$ cat config.mk
export PLATFORM = sky130hd
export DESIGN_NAME = terminal_routing
export DESIGN_NICKNAME = d
export VERILOG_FILES = /design/src/term_route_pkg.sv /design/src/terminal_select.sv /design/src/terminal_routing.sv
export SDC_FILE = /design/constraint.sdc
export NUM_CORES = 1
export LEC_CHECK = 0
export BUFFER_PORTS_ARGS = -buffer_cell sky130_fd_sc_hd__buf_2
export CAP_MARGIN = 20
export CORE_MARGIN = 3
export CORE_UTILIZATION = 45
export DETAILED_ROUTE_END_ITERATION = 8
export PLACE_DENSITY = 0.83
export SYNTH_ARGS = -nofsm -noshare
export SYNTH_HDL_FRONTEND = slang
export SYNTH_HIERARCHICAL = 1
export SYNTH_SLANG_ARGS = --single-unit
$ cat constraint.sdc
create_clock -name CLOCK -period 2.2 [get_ports CLOCK]
set_input_delay 0.11 -clock CLOCK [delete_from_list [all_inputs] [get_ports CLOCK]]
set_output_delay 0.11 -clock CLOCK [all_outputs]
set_load 0.02 [all_outputs]
$ cat src/term_route_pkg.sv
package term_route_pkg;
   // Routing register placement and layout
   localparam logic [7:0] ROUTE_OFFSET = 8'h8c;
   localparam logic [31:0] ROUTE_RESET = 32'h0000_0000;
   localparam int FIELD_W = 4;
   localparam int RSVD_LSB = 28;
   localparam int TERM_COUNT = 7;
   localparam int GPIO_COUNT = 5;
   localparam int SCL_TERM = 4;
   localparam int SDA_TERM = 1;
   localparam int GRANT_TERM = 5;

   // Select codes shared by several terminals
   localparam logic [3:0] CODE_GPI = 4'h0;
   localparam logic [3:0] CODE_SPECIAL = 4'h1;
   localparam logic [3:0] CODE_ALT2 = 4'h2;
   localparam logic [3:0] CODE_IRQ5 = 4'h5;
   localparam logic [3:0] CODE_VSTAT = 4'h6;
   localparam logic [3:0] CODE_VSEL = 4'h7;
   localparam logic [3:0] CODE_AUDIO = 4'h8;
   localparam logic [3:0] CODE_RING_LED = 4'hc;
   localparam logic [3:0] CODE_ALTD = 4'hd;
   localparam logic [3:0] CODE_EVENT = 4'he;
   localparam logic [3:0] CODE_ALTF = 4'hf;

   // Positions in the internal source vector; 0..15 are interrupt lines
   localparam int SRC_CLKRUN = 16;
   localparam int SRC_SERIRQ = 17;
   localparam int SRC_INTA = 18;
   localparam int SRC_DMAREQ = 19;
   localparam int SRC_VSTAT = 20;
   localparam int SRC_VSEL = 21;
   localparam int SRC_AUDIO = 22;
   localparam int SRC_LED = 23;
   localparam int SRC_EVENT = 24;
   localparam int SRC_RING = 25;
   localparam int SRC_GPO = 26;
   localparam int SRC_W = 31;
   localparam int IRQ7 = 7;
   localparam int IRQ13 = 13;
   localparam int IRQ15 = 15;
endpackage

$ cat src/terminal_select.sv
`timescale 1ns/100ps
module terminal_select #(
   parameter int TERM = 0
) (
   input wire logic [3:0] code, // Routing field of this terminal
   input wire logic [30:0] src, // Internal source signals
   input wire logic dma_en, // Centralized DMA enable
   input wire logic ring_en, // Ring output enable
   input wire logic audio_en, // Card audio routing enable
   output logic drive, // Terminal is driven
   output logic value, // Level driven
   output logic is_gpi, // Terminal is a general input
   output logic is_grant // Terminal is the DMA grant input
);
   localparam int GIDX = (TERM < 3) ? TERM
                       : ((TERM == 4) || (TERM == 5)) ? TERM - 1 : 0;
   localparam bit IRQ_TERM = (TERM == 3) || (TERM == 6);

   always_comb begin
      drive = 1'b1;
      value = 1'b0;
      is_gpi = 1'b0;
      is_grant = 1'b0;
      if (IRQ_TERM) begin
         case (code)
            term_route_pkg::CODE_GPI: drive = 1'b0;
            term_route_pkg::CODE_SPECIAL: begin
               value = src[TERM == 6 ? term_route_pkg::SRC_CLKRUN
                                     : term_route_pkg::SRC_SERIRQ];
            end
            default: value = src[code];
         endcase
      end else begin
         case (code)
            term_route_pkg::CODE_GPI: begin
               drive = 1'b0;
               is_gpi = 1'b1;
            end
            term_route_pkg::CODE_SPECIAL: begin
               value = src[term_route_pkg::SRC_GPO + GIDX];
            end
            term_route_pkg::CODE_ALT2: begin
               if (TERM == 0) begin
                  value = src[term_route_pkg::SRC_INTA];
               end else if (TERM == 2) begin
                  drive = dma_en;
                  value = src[term_route_pkg::SRC_DMAREQ];
               end else if (TERM == 5) begin
                  drive = 1'b0;
                  is_grant = dma_en;
               end else begin
                  drive = 1'b0;
               end
            end
            term_route_pkg::CODE_IRQ5: begin
               drive = (TERM != 5);
               value = src[code];
            end
            term_route_pkg::CODE_VSTAT: begin
               value = src[term_route_pkg::SRC_VSTAT];
            end
            term_route_pkg::CODE_VSEL: begin
               value = src[term_route_pkg::SRC_VSEL];
            end
            term_route_pkg::CODE_AUDIO: begin
               drive = audio_en;
               value = src[term_route_pkg::SRC_AUDIO];
            end
            term_route_pkg::CODE_RING_LED: begin
               if (TERM == 2 || TERM == 4) begin
                  drive = ring_en;
                  value = src[term_route_pkg::SRC_RING];
               end else begin
                  value = src[term_route_pkg::SRC_LED];
               end
            end
            term_route_pkg::CODE_ALTD: begin
               if (TERM == 2) begin
                  drive = 1'b0;
               end else if (TERM == 4 || TERM == 5) begin
                  value = src[term_route_pkg::SRC_LED];
               end else begin
                  value = src[term_route_pkg::IRQ13];
               end
            end
            term_route_pkg::CODE_EVENT: begin
               value = src[term_route_pkg::SRC_EVENT];
            end
            term_route_pkg::CODE_ALTF: begin
               value = src[TERM == 2 ? term_route_pkg::IRQ7
                                     : term_route_pkg::IRQ15];
            end
            default: value = src[code];
         endcase
      end
   end
endmodule // terminal_select

$ cat src/terminal_routing.sv
`timescale 1ns/100ps
// How it works
// - Routing register resets to all zeros.
// - EEPROM load replaces the routing default.
// - Bits 31..28 read zero, ignore writes.
// - Terminal 6: reserved, clock-run, interrupts 2..15.
// - Terminal 5 code table applies.
// - Terminal 4 upper codes: ring, LED, event, 15.
// - Serial-bus strap dedicates terminals 1 and 4 to bus.
// - Terminal 3: reserved, serial interrupt, 2..15.
// - Terminal 2 code table applies.
// - Terminal 1 code table applies.
// - Terminal 0 code table applies.
// - DMA request/grant need central DMA enable.
// - Ring output needs ring enable bit.
// - Card audio appears when routing bit set.
module terminal_routing (
   input wire logic CLOCK, // PCI clock
   input wire logic RESET, // Synchronous reset, active high
   input wire logic CFG_WR, // Config write strobe
   input wire logic CFG_RD, // Config read strobe
   input wire logic [7:0] CFG_ADDR, // Config byte address
   input wire logic [3:0] CFG_BE, // Config byte enables
   input wire logic [31:0] CFG_WDATA, // Config write data
   output logic [31:0] CFG_RDATA, // Config read data
   input wire logic EE_LOAD_VALID, // EEPROM routing word strobe
   input wire logic [31:0] EE_LOAD_DATA, // EEPROM routing word
   input wire logic VCC_CONTROL_0, // Strap level of VCC control 0
   input wire logic VCC_CONTROL_1, // Strap level of VCC control 1
   input wire logic CENTRAL_DMA_ENABLE, // Centralized DMA enable
   input wire logic RING_OUT_ENABLE, // Ring output enable
   input wire logic CARD_AUDIO_ROUTE, // Card audio routing enable
   input wire logic [15:0] IRQ_LINES, // Interrupt line levels
   input wire logic CLKRUN_OUT, // Clock-run level
   input wire logic SERIALIZED_INTERRUPT, // Serial interrupt level
   input wire logic PCI_INTA, // PCI INTA level
   input wire logic DMA_REQUEST_OUT, // PC/PCI DMA request
   input wire logic VIDEO_PORT_STATUS, // Video port status
   input wire logic VIDEO_PORT_SELECT0, // Video port select 0
   input wire logic CARD_AUDIO_PWM, // Card audio PWM
   input wire logic SOCKET_ACTIVITY_LED, // Socket activity LED
   input wire logic GENERAL_PURPOSE_EVENT, // Event output level
   input wire logic RING_INDICATE_OUT, // Ring indicate level
   input wire logic [4:0] GENERAL_OUTPUT, // General outputs
   input wire logic SDA_DRIVE_LOW, // Pull serial data low
   input wire logic SCL_DRIVE_LOW, // Pull serial clock low
   input wire logic [6:0] MULTI_PIN_IN, // Terminal levels
   output logic [6:0] MULTI_PIN_OUT, // Terminal drive values
   output logic [6:0] MULTI_PIN_OE_N, // Terminal enables, low drives
   output logic [4:0] GENERAL_INPUT, // General inputs
   output logic DMA_GRANT_IN, // PC/PCI DMA grant
   output logic SDA_IN, // Serial data level
   output logic SCL_IN, // Serial clock level
   output logic SERIAL_MODE // Serial-bus strap seen
);
   ////////////////////////////////////////////////////////////////////////
   logic [31:0] route_r;
   logic [31:0] route_nxt;
   logic [31:0] rdata_r;
   logic [31:0] rdata_nxt;
   logic [6:0] out_r;
   logic [6:0] out_nxt;
   logic [6:0] oe_n_r;
   logic [6:0] oe_n_nxt;
   logic [4:0] gpi_r;
   logic [4:0] gpi_nxt;
   logic grant_r;
   logic grant_nxt;
   logic sda_r;
   logic sda_nxt;
   logic scl_r;
   logic scl_nxt;
   logic serial_r;
   logic serial_nxt;
   logic [30:0] src;
   logic [6:0] drive;
   logic [6:0] value;
   logic [6:0] is_gpi;
   logic [6:0] is_grant;
   logic hit;

   assign src = {GENERAL_OUTPUT, RING_INDICATE_OUT, GENERAL_PURPOSE_EVENT,
                 SOCKET_ACTIVITY_LED, CARD_AUDIO_PWM, VIDEO_PORT_SELECT0,
                 VIDEO_PORT_STATUS, DMA_REQUEST_OUT, PCI_INTA,
                 SERIALIZED_INTERRUPT, CLKRUN_OUT, IRQ_LINES};
   assign hit = (CFG_ADDR[7:2] == term_route_pkg::ROUTE_OFFSET[7:2]);

   ////////////////////////////////////////////////////////////////////////
   genvar g;
   generate
      for (g = 0; g < term_route_pkg::TERM_COUNT; g++) begin : g_term
         terminal_select #(
            .TERM(g)
         ) u_sel (
            .code(route_r[g*term_route_pkg::FIELD_W +: 4]),
            .src(src),
            .dma_en(CENTRAL_DMA_ENABLE),
            .ring_en(RING_OUT_ENABLE),
            .audio_en(CARD_AUDIO_ROUTE),
            .drive(drive[g]),
            .value(value[g]),
            .is_gpi(is_gpi[g]),
            .is_grant(is_grant[g])
         );
      end
   endgenerate

   ////////////////////////////////////////////////////////////////////////
   always_comb begin
      route_nxt = route_r;
      if (EE_LOAD_VALID) begin
         route_nxt = EE_LOAD_DATA;
      end else if (CFG_WR && hit) begin
         for (int b = 0; b < 4; b++) begin
            if (CFG_BE[b]) begin
               route_nxt[8*b +: 8] = CFG_WDATA[8*b +: 8];
            end
         end
      end
      route_nxt[31:term_route_pkg::RSVD_LSB] = 4'h0;
      rdata_nxt = (CFG_RD && hit) ? route_r : 32'h0000_0000;
   end

   always_comb begin
      out_nxt = value;
      oe_n_nxt = ~drive;
      if (serial_r) begin
         out_nxt[term_route_pkg::SDA_TERM] = 1'b0;
         oe_n_nxt[term_route_pkg::SDA_TERM] = ~SDA_DRIVE_LOW;
         out_nxt[term_route_pkg::SCL_TERM] = 1'b0;
         oe_n_nxt[term_route_pkg::SCL_TERM] = ~SCL_DRIVE_LOW;
      end
      gpi_nxt = {MULTI_PIN_IN[5] & is_gpi[5],
                 MULTI_PIN_IN[4] & is_gpi[4] & ~serial_r,
                 MULTI_PIN_IN[2:0] & is_gpi[2:0]};
      gpi_nxt[1] = MULTI_PIN_IN[1] & is_gpi[1] & ~serial_r;
      grant_nxt = MULTI_PIN_IN[term_route_pkg::GRANT_TERM] &
                  is_grant[term_route_pkg::GRANT_TERM];
      sda_nxt = MULTI_PIN_IN[term_route_pkg::SDA_TERM];
      scl_nxt = MULTI_PIN_IN[term_route_pkg::SCL_TERM];
      // Strap level is only taken while reset is held
      serial_nxt = RESET ? (VCC_CONTROL_0 & VCC_CONTROL_1) : serial_r;
   end

   always_ff @(posedge CLOCK) begin
      if (RESET) begin
         route_r <= term_route_pkg::ROUTE_RESET;
         rdata_r <= 32'h0000_0000;
         out_r <= 7'h00;
         oe_n_r <= 7'h7f;
         gpi_r <= 5'h00;
         grant_r <= 1'b0;
         sda_r <= 1'b0;
         scl_r <= 1'b0;
         serial_r <= serial_nxt;
      end else begin
         route_r <= route_nxt;
         rdata_r <= rdata_nxt;
         out_r <= out_nxt;
         oe_n_r <= oe_n_nxt;
         gpi_r <= gpi_nxt;
         grant_r <= grant_nxt;
         sda_r <= sda_nxt;
         scl_r <= scl_nxt;
         serial_r <= serial_nxt;
      end
   end

   assign CFG_RDATA = rdata_r;
   assign MULTI_PIN_OUT = out_r;
   assign MULTI_PIN_OE_N = oe_n_r;
   assign GENERAL_INPUT = gpi_r;
   assign DMA_GRANT_IN = grant_r;
   assign SDA_IN = sda_r;
   assign SCL_IN = scl_r;
   assign SERIAL_MODE = serial_r;
endmodule // terminal_routing

==> summary.txt, run 1 <==
Yosys warning count: 6
Antenna violations before repair: 1
Final Hold Violating Endpoints: 0
Clock power share: 33.2%
Combinational Power Share: 19.6%
Kind of critical path: reg2reg
Slew HR: 32.72%
Int Pwr: 2414 uW
Mapped Avg Cell Area: 9.930 sq um
Worst Path Required: 2.44 ns
Crit path buf inv count: 0
CP peak stage delay: 0.65 ns
Layout area overhead: 23.46%
Mapped Area: 4518 sq um
CTS tree: done
Routed vias/inst: 5.333
Syn Inst Count: 455
Filler Cells Inserted: 853
H-tree Lvls: 3
Final Net Count: 727
Port buffer count: 164
Worst Setup Slack, final: 0.4400 ns
Die Width: 106.2 um
Post-Route WL: 12010 um
Global placement routability congestion: 0.9555
First-pass GRT wire length: 19000 um
Finished Core Util: 58.70%
Count of pins over their slew limit: 0
CP Max Fanout: 12
Num rows: 35
Worst VDD drop: 0.0003275 V
Drt pass-1 iters: 5
Root buffer cell: clkbuf_8
Crit path time final: 1.760 ns
PwrDens: 613.9 nW/um^2
Initial core utilization: 47.54%
Number of global-route vias before repair: 3849
Net Switching: 1010 uW
Worst-Margin Slew: 1.009 ns
Largest net degree at the start of global routing: 77
Net Sw Frac: 29.51%
Power share of the sequential group: 47.2%
Final setup skew: 0.01144 ns
Die Y: 106.2 um
Final setup violation count: 0
Critical path's slowest cell: dfxtp_1
# clock sinks: 79
Layout cell share with drive strength beyond 1: 38.61%
Fin crit share: 80.00%
CTS Buffer Depth: 2
# IOs: 181
Critical Path Start Type: flip-flop
Outcome: completed
Grt ovf: 0
CP Capture Type: flip-flop
Routed len/inst: 16.32 um
Placement Setup Slack: 0.4732 ns
RSZ-0062 raised after global routing: no
Clk pin slew, worst setup/hold paths: 0.09 ns
Full die area: 11280 sq um
Total GRT Usage: 21.19%
Worst hold path class: in2reg
Final TNS setup: 0 ns
Skew-Pair Late Insertion Delay: 0.36 ns
Cts bufs inserted: 9
Crit path arrival time: 2.00 ns
Vias: 3925
CP Cell Sequence: mux4_2, a21oi_2, o221ai_2, nor2b_1
Post-route ant nets: 0
Std-Cell Core Area: 9503 sq um
DRT iter0 DRCs: 236
Post-DP HPWL: 8881 um
MaxCap Viol Count: 0
FMAX: 568.2 MHz
Remaining DRCs: 0
Leak: 0.002533 uW
Cell family with most CP delay: flip-flops
==> metal layers <==
layer  wire (um)  vias up  global-route usage [%]
met5           0        -                       0
met4         218        0                   6.568
met3         887       17                   4.979
met2        5924      161                   36.79
met1        4982     1839                   25.94
li1            -     1908                       -
==> power by group through the flow <==
| stage | logic, uW | clock network (uW) | registers, uW |
|---|---|---|---|
| detailed placement | 661 | 0 | 1650 |
| CTS | 672 | 1160 | 1610 |
| global placement | 646 | 0 | 1640 |
| finish | 671 | 1140 | 1610 |
| floorplan | 461 | 0 | 1620 |
| global route | 739 | 1220 | 1630 |
==> layout by cell type, fill, tap and decap left out, types with 3 or more instances in the layout <==
cell,count
buf_2,164
dfxtp_1,78
mux2i_1,55
nor2_1,43
nor2b_1,40
and2_1,29
mux2_2,28
nand2_1,15
a21oi_1,13
clkbuf_8,9
o21ai_0,9
nand2b_1,8
mux4_2,8
nand3b_1,8
nor4_1,6
nor3_1,6
a31oi_1,5
mux4_1,5
buf_4,5
dlygate4sd3_1,5
and3b_1,4
conb_1,4
inv_6,4
a41oi_4,3
nor3b_1,3
o22ai_1,3
inv_1,3
a21o_1,3
==> per-stage QoR <==
stage               std cells  total power (uW)  area, sq um  hold WS (ns)
finish                    736              3424         5578       0.06009
global route              736              3583         5578       0.05606
CTS                       735              3448         5575       0.05132
detailed placement        714              2307         5316        0.3352
global placement          714              2286         5316        0.3347
floorplan                 458              2080         4529        0.2225
==> registers in the layout (all words and copies together), names as in the netlist <==
name and cells:
CFG_RDATA 28, DMA_GRANT_IN 1, GENERAL_INPUT 5, MULTI_PIN_OE_N 7
MULTI_PIN_OUT 7, SCL_IN 1, SDA_IN 1, SERIAL_MODE 1
route_r 28
==> final cells by class <==
class / instances / area [sq um] / share of cell area (%)
Clock inverter: 7 / 85.08 / 1.525
Antenna cell: 1 / 2.502 / 0.04486
Tap cell: 129 / 161.4 / 2.894
Inverter: 3 / 11.26 / 0.2019
Timing Repair Buffer: 175 / 928.4 / 16.64
Multi-Input combinational cell: 333 / 2674 / 47.94
Sequential cell: 79 / 1592 / 28.53
Clock buffer: 9 / 123.9 / 2.221
==> worst register-to-register path, stage by stage, from the launching register on <==
cell      delay, ns
dfxtp_1        0.65
mux4_2         0.59
a21oi_2        0.16
o221ai_2       0.10
nor2b_1        0.14
==> final timing paths <==
kind / slack [ns] / endpoint / from / cells past startpoint
min reg2reg: 0.50 / CFG_RDATA[17] / route_r[17] / 1
max reg2reg: 0.44 / MULTI_PIN_OUT[5] / route_r[20] / 4
min: 0.06 / SERIAL_MODE / VCC_CONTROL_1 / 2
max: 0.44 / MULTI_PIN_OUT[5] / route_r[20] / 4
==> repair_timing <==
action,in CTS,in global routing
hold buffers,5,0
setup buffers,0,0
endpoints found under the setup margin,0,0
endpoints found under the hold margin,5,0
gates resized for setup,0,0
(Power assumes the default switching activity.)
==> inputs of run 2 (changes only) <==
Settings changed: ABC_AREA from default to 1, PLACE_DENSITY 0.83 to 0.81.
Clock period 2.2 ns to 1.7 ns, I/O delays scaled along.
==> summary.txt, run 2 <==
Outcome: completed
Worst Path Required: 1.97 ns
Die Width: 114.0 um
Skew-Pair Late Insertion Delay: 0.34 ns
Worst hold path class: in2reg
Layout cell share with drive strength beyond 1: 25.69%
Initial core utilization: 47.14%
Cts bufs inserted: 9
Final Net Count: 1176
# clock sinks: 79
Yosys warning count: 6
Full die area: 12990 sq um
# IOs: 181
Grt ovf: 0
Largest net degree at the start of global routing: 85
Port buffer count: 164
Fin crit share: 88.36%
CP Cell Sequence: inv_2, nor2_1, nand3_1, nand2_1, nor2_1, nand2_1, nor2_1, nor2_1, inv_1, nor2_1
Syn Inst Count: 887
CP Max Fanout: 9
Commonest non-fill, non-tap cell in the layout: nand2_1
Finished Core Util: 58.47%
Critical Path Start Type: flip-flop
Clk pin slew, worst setup/hold paths: 0.06 ns
Critical path's slowest cell: dfxtp_1
Final setup violation count: 0
Mapped Avg Cell Area: 5.913 sq um
Number of diodes: 0
Worst-Margin Slew: 0.5410 ns
DRT iter0 DRCs: 375
Final setup skew: 0.005671 ns
CTS tree: done
Routed vias/inst: 4.828
Crit path time final: 1.502 ns
MaxCap Viol Count: 0
CP peak stage delay: 0.66 ns
Die Y: 114.0 um
Final TNS setup: 0 ns
Remaining DRCs: 0
Mapped Area: 5245 sq um
First-pass GRT wire length: 23560 um
Post-DP HPWL: 11180 um
Most frequent cells in the layout: 365 x nand2_1, 164 x buf_2, 116 x nor2_1, 91 x nand3_1
Kind of critical path: reg2reg
Num rows: 38
Cts repair resizes: 0
Total GRT Usage: 22.58%
Post-route ant nets: 0
Drt pass-1 iters: 5
Filler Cells Inserted: 1125
Layout area overhead: 24.02%
Final Hold Violating Endpoints: 0
Post-Route WL: 14870 um
CP Capture Type: flip-flop
Setup Fix Bufs, Post-CTS: 0
RSZ-0062 raised after global routing: no
CTS Buffer Depth: 2
Number of global-route vias before repair: 5043
FMAX: 665.7 MHz
Global placement routability congestion: 0.8769
Root buffer cell: clkbuf_16
Antenna violations before repair: 0
Slew HR: 63.88%
Worst VDD drop: 0.0003942 V
Vias: 5770
Count of pins over their slew limit: 0
Crit path arrival time: 1.78 ns
H-tree Lvls: 3
PwrDens: 831.4 nW/um^2
Routed len/inst: 12.44 um
Std-Cell Core Area: 11130 sq um
Leak: 0.003714 uW
Critical path's most frequent cell: nor2_1
==> run 2: cell types whose count changed in the layout (fill, tap and decap cells not counted), sizes merged, moves of 8 or more <==
cell,before,now
and2,29,0
nor2,43,135
mux2i,55,0
nor2b,40,0
nand3,1,101
nand2,15,379
inv,8,105
mux2,30,0
nand2b,8,0
mux4,13,0
a21oi,14,32
buf,170,179
==> run 2: metrics by stage <==
step	std cells	instance area [sq um]	total power, uW	setup slack, ns	hold WS (ns)
5_1_grt	1195	6505	5715	0.07169	0.01031
2_1_floorplan	890	5256	2937	0.5296	0.1562
3_3_place_gp	1173	6110	3305	0.2846	0.2749
3_5_place_dp	1173	6110	3323	0.2582	0.2954
6_report	1195	6505	5408	0.1978	0.01144
4_1_cts	1195	6505	5441	0.2429	0.004331
==> run 2: timing repair <==
action | in CTS | in global routing
setup endpoints to repair | 0 | 0
hold endpoints to repair | 9 | 0
hold buffers | 6 | 0
==> run 2: power breakdown <==
| group | switching, uW | internal (uW) | total (uW) |
|---|---|---|---|
| Sequential | 124 | 1950 | 2080 |
| Combinational | 756 | 472 | 1230 |
| Clock | 781 | 1320 | 2100 |
| Total | 1660 | 3750 | 5410 |
==> run 2: layout make-up <==
class	count	area (sq um)	area share [%]
timing repair buffer	185	1006	15.46
sequential	79	1592	24.47
multi-input combinational	671	2989	45.95
tap	140	175.2	2.693
clock buffer	12	277.8	4.270
inverter	104	407.9	6.270
clock inverter	4	57.56	0.8848
==> run 2: metal layers <==
| layer | track usage [%] | share of wire (%) | vias to the layer above |
|---|---|---|---|
| met5 | 0 | 0 | - |
| met4 | 5.542 | 1.2 | 0 |
| met3 | 5.093 | 8.6 | 15 |
| met2 | 35.79 | 44 | 213 |
| met1 | 31.20 | 46 | 2500 |
| li1 | - | - | 3042 |
==> run 2: worst paths after layout <==
path	startpoint	to	slack (ns)	cells past startpoint
max	route_r[17]	MULTI_PIN_OUT[4]	0.20	10
min	VCC_CONTROL_1	SERIAL_MODE	0.01	3
max reg2reg	route_r[17]	MULTI_PIN_OUT[4]	0.20	10
min reg2reg	route_r[15]	CFG_RDATA[15]	0.48	2
==> run 2: critical path: cells and delay by family (launching register included) <==
family / cells / cell delay [ns]
buf+inv: 2 / 0.17
flops: 1 / 0.66
simple gates: 8 / 0.62
==> inputs of run 3 (changes only) <==
Settings changed: CTS_BUF_LIST from default to sky130_fd_sc_hd__clkbuf_4 sky130_fd_sc_hd__clkbuf_8.
==> summary.txt, run 3 (synthesis gave the netlist of run 2 again) <==
Outcome: completed
RSZ-0062 raised after global routing: no
Fin crit share: 87.99%
Worst VDD drop: 0.0003966 V
Slew HR: 64.17%
Post-route ant nets: 0
Net Sw Frac: 32.36%
Net Switching: 1602 uW
Crit path arrival time: 1.80 ns
Skew-Pair Late Insertion Delay: 0.36 ns
Filler Cells Inserted: 1142
Final TNS setup: 0 ns
Full die area: 12990 sq um
Count of pins over their slew limit: 0
PwrDens: 769.9 nW/um^2
R2r startpoint: route_r[17]
Int Pwr: 3348 uW
# clock sinks: 79
Port buffer count: 164
Routed vias/inst: 4.849
Root buffer cell: clkbuf_8
Number of diodes: 0
Std-Cell Core Area: 11130 sq um
Worst hold path class: in2reg
Cts bufs inserted: 9
Cts repair resizes: 0
Initial core utilization: 47.14%
Hold Path End: MULTI_PIN_OE_N[4]
Reg2reg setup slack: 0.20 ns
Worst Setup Slack, final: 0.2042 ns
# IOs: 181
Final Net Count: 1178
HP Start: SCL_DRIVE_LOW
CTS Buffer Depth: 2
Worst-Margin Slew: 0.5367 ns
Clk pin slew, worst setup/hold paths: 0.08 ns
Total GRT Usage: 22.67%
Drt pass-1 iters: 5
Worst Path Required: 2.00 ns
Commonest non-fill, non-tap cell in the layout: nand2_1
Grt ovf: 0
CP Capture Type: flip-flop
Clock power share: 33.2%
Largest net degree at the start of global routing: 85
Layout area overhead: 22.57%
Crit path time final: 1.496 ns
Antenna violations before repair: 0
CP Max Fanout: 9
Worst reg-to-reg path cell count: 10
H-tree Lvls: 3
Layout cell share with drive strength beyond 1: 25.64%
FMAX: 668.5 MHz
Num rows: 38
Combinational Power Share: 24.9%
Post-Route WL: 14880 um
Die Width: 114.0 um
Post-DP HPWL: 11180 um
Leak: 0.003676 uW
Number of global-route vias before repair: 5081
Kind of critical path: reg2reg
Remaining DRCs: 0
Power share of the sequential group: 41.9%
First-pass GRT wire length: 23680 um
Most frequent cells in the layout: 365 x nand2_1, 164 x buf_2, 116 x nor2_1, 91 x nand3_1
Critical Path Start Type: flip-flop
Finished Core Util: 57.78%
Final setup skew: 0.007461 ns
Cts hold-fix bufs: 8
Die Y: 114.0 um
Placement Setup Slack: 0.2582 ns
MaxCap Viol Count: 0
Final setup violation count: 0
FF-to-FF End: MULTI_PIN_OUT[4]
Hold path cells: 4
DRT iter0 DRCs: 375
Setup Fix Bufs, Post-CTS: 0
Global placement routability congestion: 0.8769
Vias: 5804
Final Hold Violating Endpoints: 0
CTS tree: done
Routed len/inst: 12.43 um
## run 3: cell count changes in the layout (fill, tap and decap cells not counted), sizes merged
| cell | previous run | this run |
|---|---|---|
| bufinv | 1 | 2 |
| clkbuf | 12 | 11 |
| dlygate4sd3 | 6 | 8 |
## run 3: worst max path at each step
stage / slack, ns / start / endpoint / depth (start not counted)
after floorplan: 0.53 / route_r[8] / MULTI_PIN_OUT[2] / 12
after global placement: 0.28 / route_r[17] / MULTI_PIN_OUT[4] / 10
after detailed placement: 0.26 / route_r[17] / MULTI_PIN_OUT[4] / 10
after CTS: 0.23 / route_r[17] / MULTI_PIN_OUT[4] / 10
after global routing: 0.04 / route_r[20] / MULTI_PIN_OUT[5] / 11
final: 0.20 / route_r[17] / MULTI_PIN_OUT[4] / 10
## run 3: layer usage
metal	wire, um	vias to the layer above	track usage, %
met5	0	-	0
met1	6772	2516	31.26
met3	1260	19	4.775
met2	6647	237	36.10
met4	203	0	5.859
li1	-	3032	-
## run 3: critical path, stage by stage, from the launching register on
cell and delay (ns):
dfxtp_1 0.66, inv_2 0.11, nor2_1 0.14, nand3_1 0.09, nand2_1 0.06, nor2_1 0.04
nand2_1 0.05, nor2_1 0.04, nor2_1 0.10, inv_1 0.05, nor2_1 0.09
## run 3: layout make-up
| cell class | count | area, sq um | area share, % |
|---|---|---|---|
| Clock inverter | 5 | 87.58 | 1.362 |
| Sequential cell | 79 | 1592 | 24.76 |
| Tap cell | 140 | 175.2 | 2.725 |
| Multi-Input combinational cell | 671 | 2989 | 46.50 |
| Timing Repair Buffer | 187 | 1026 | 15.96 |
| Clock buffer | 11 | 151.4 | 2.355 |
| Inverter | 104 | 407.9 | 6.345 |
## run 3: power by group through the flow
stage | Combinational [uW] | Sequential [uW] | Clock (uW)
finish | 1230 | 2080 | 1640
global route | 1400 | 2090 | 1770
CTS | 1230 | 2070 | 1680
detailed placement | 1210 | 2110 | 0
global placement | 1190 | 2110 | 0
floorplan | 818 | 2120 | 0
## run 3: per-stage QoR
stage / hold WS [ns] / instances / instance area (sq um) / power (uW)
final: 0.02256 / 1197 / 6429 / 4949
after global routing: 0.01944 / 1197 / 6429 / 5257
after CTS: 0.006441 / 1197 / 6429 / 4977
after detailed placement: 0.2954 / 1173 / 6110 / 3323
after global placement: 0.2749 / 1173 / 6110 / 3305
after floorplan: 0.1562 / 890 / 5256 / 2937
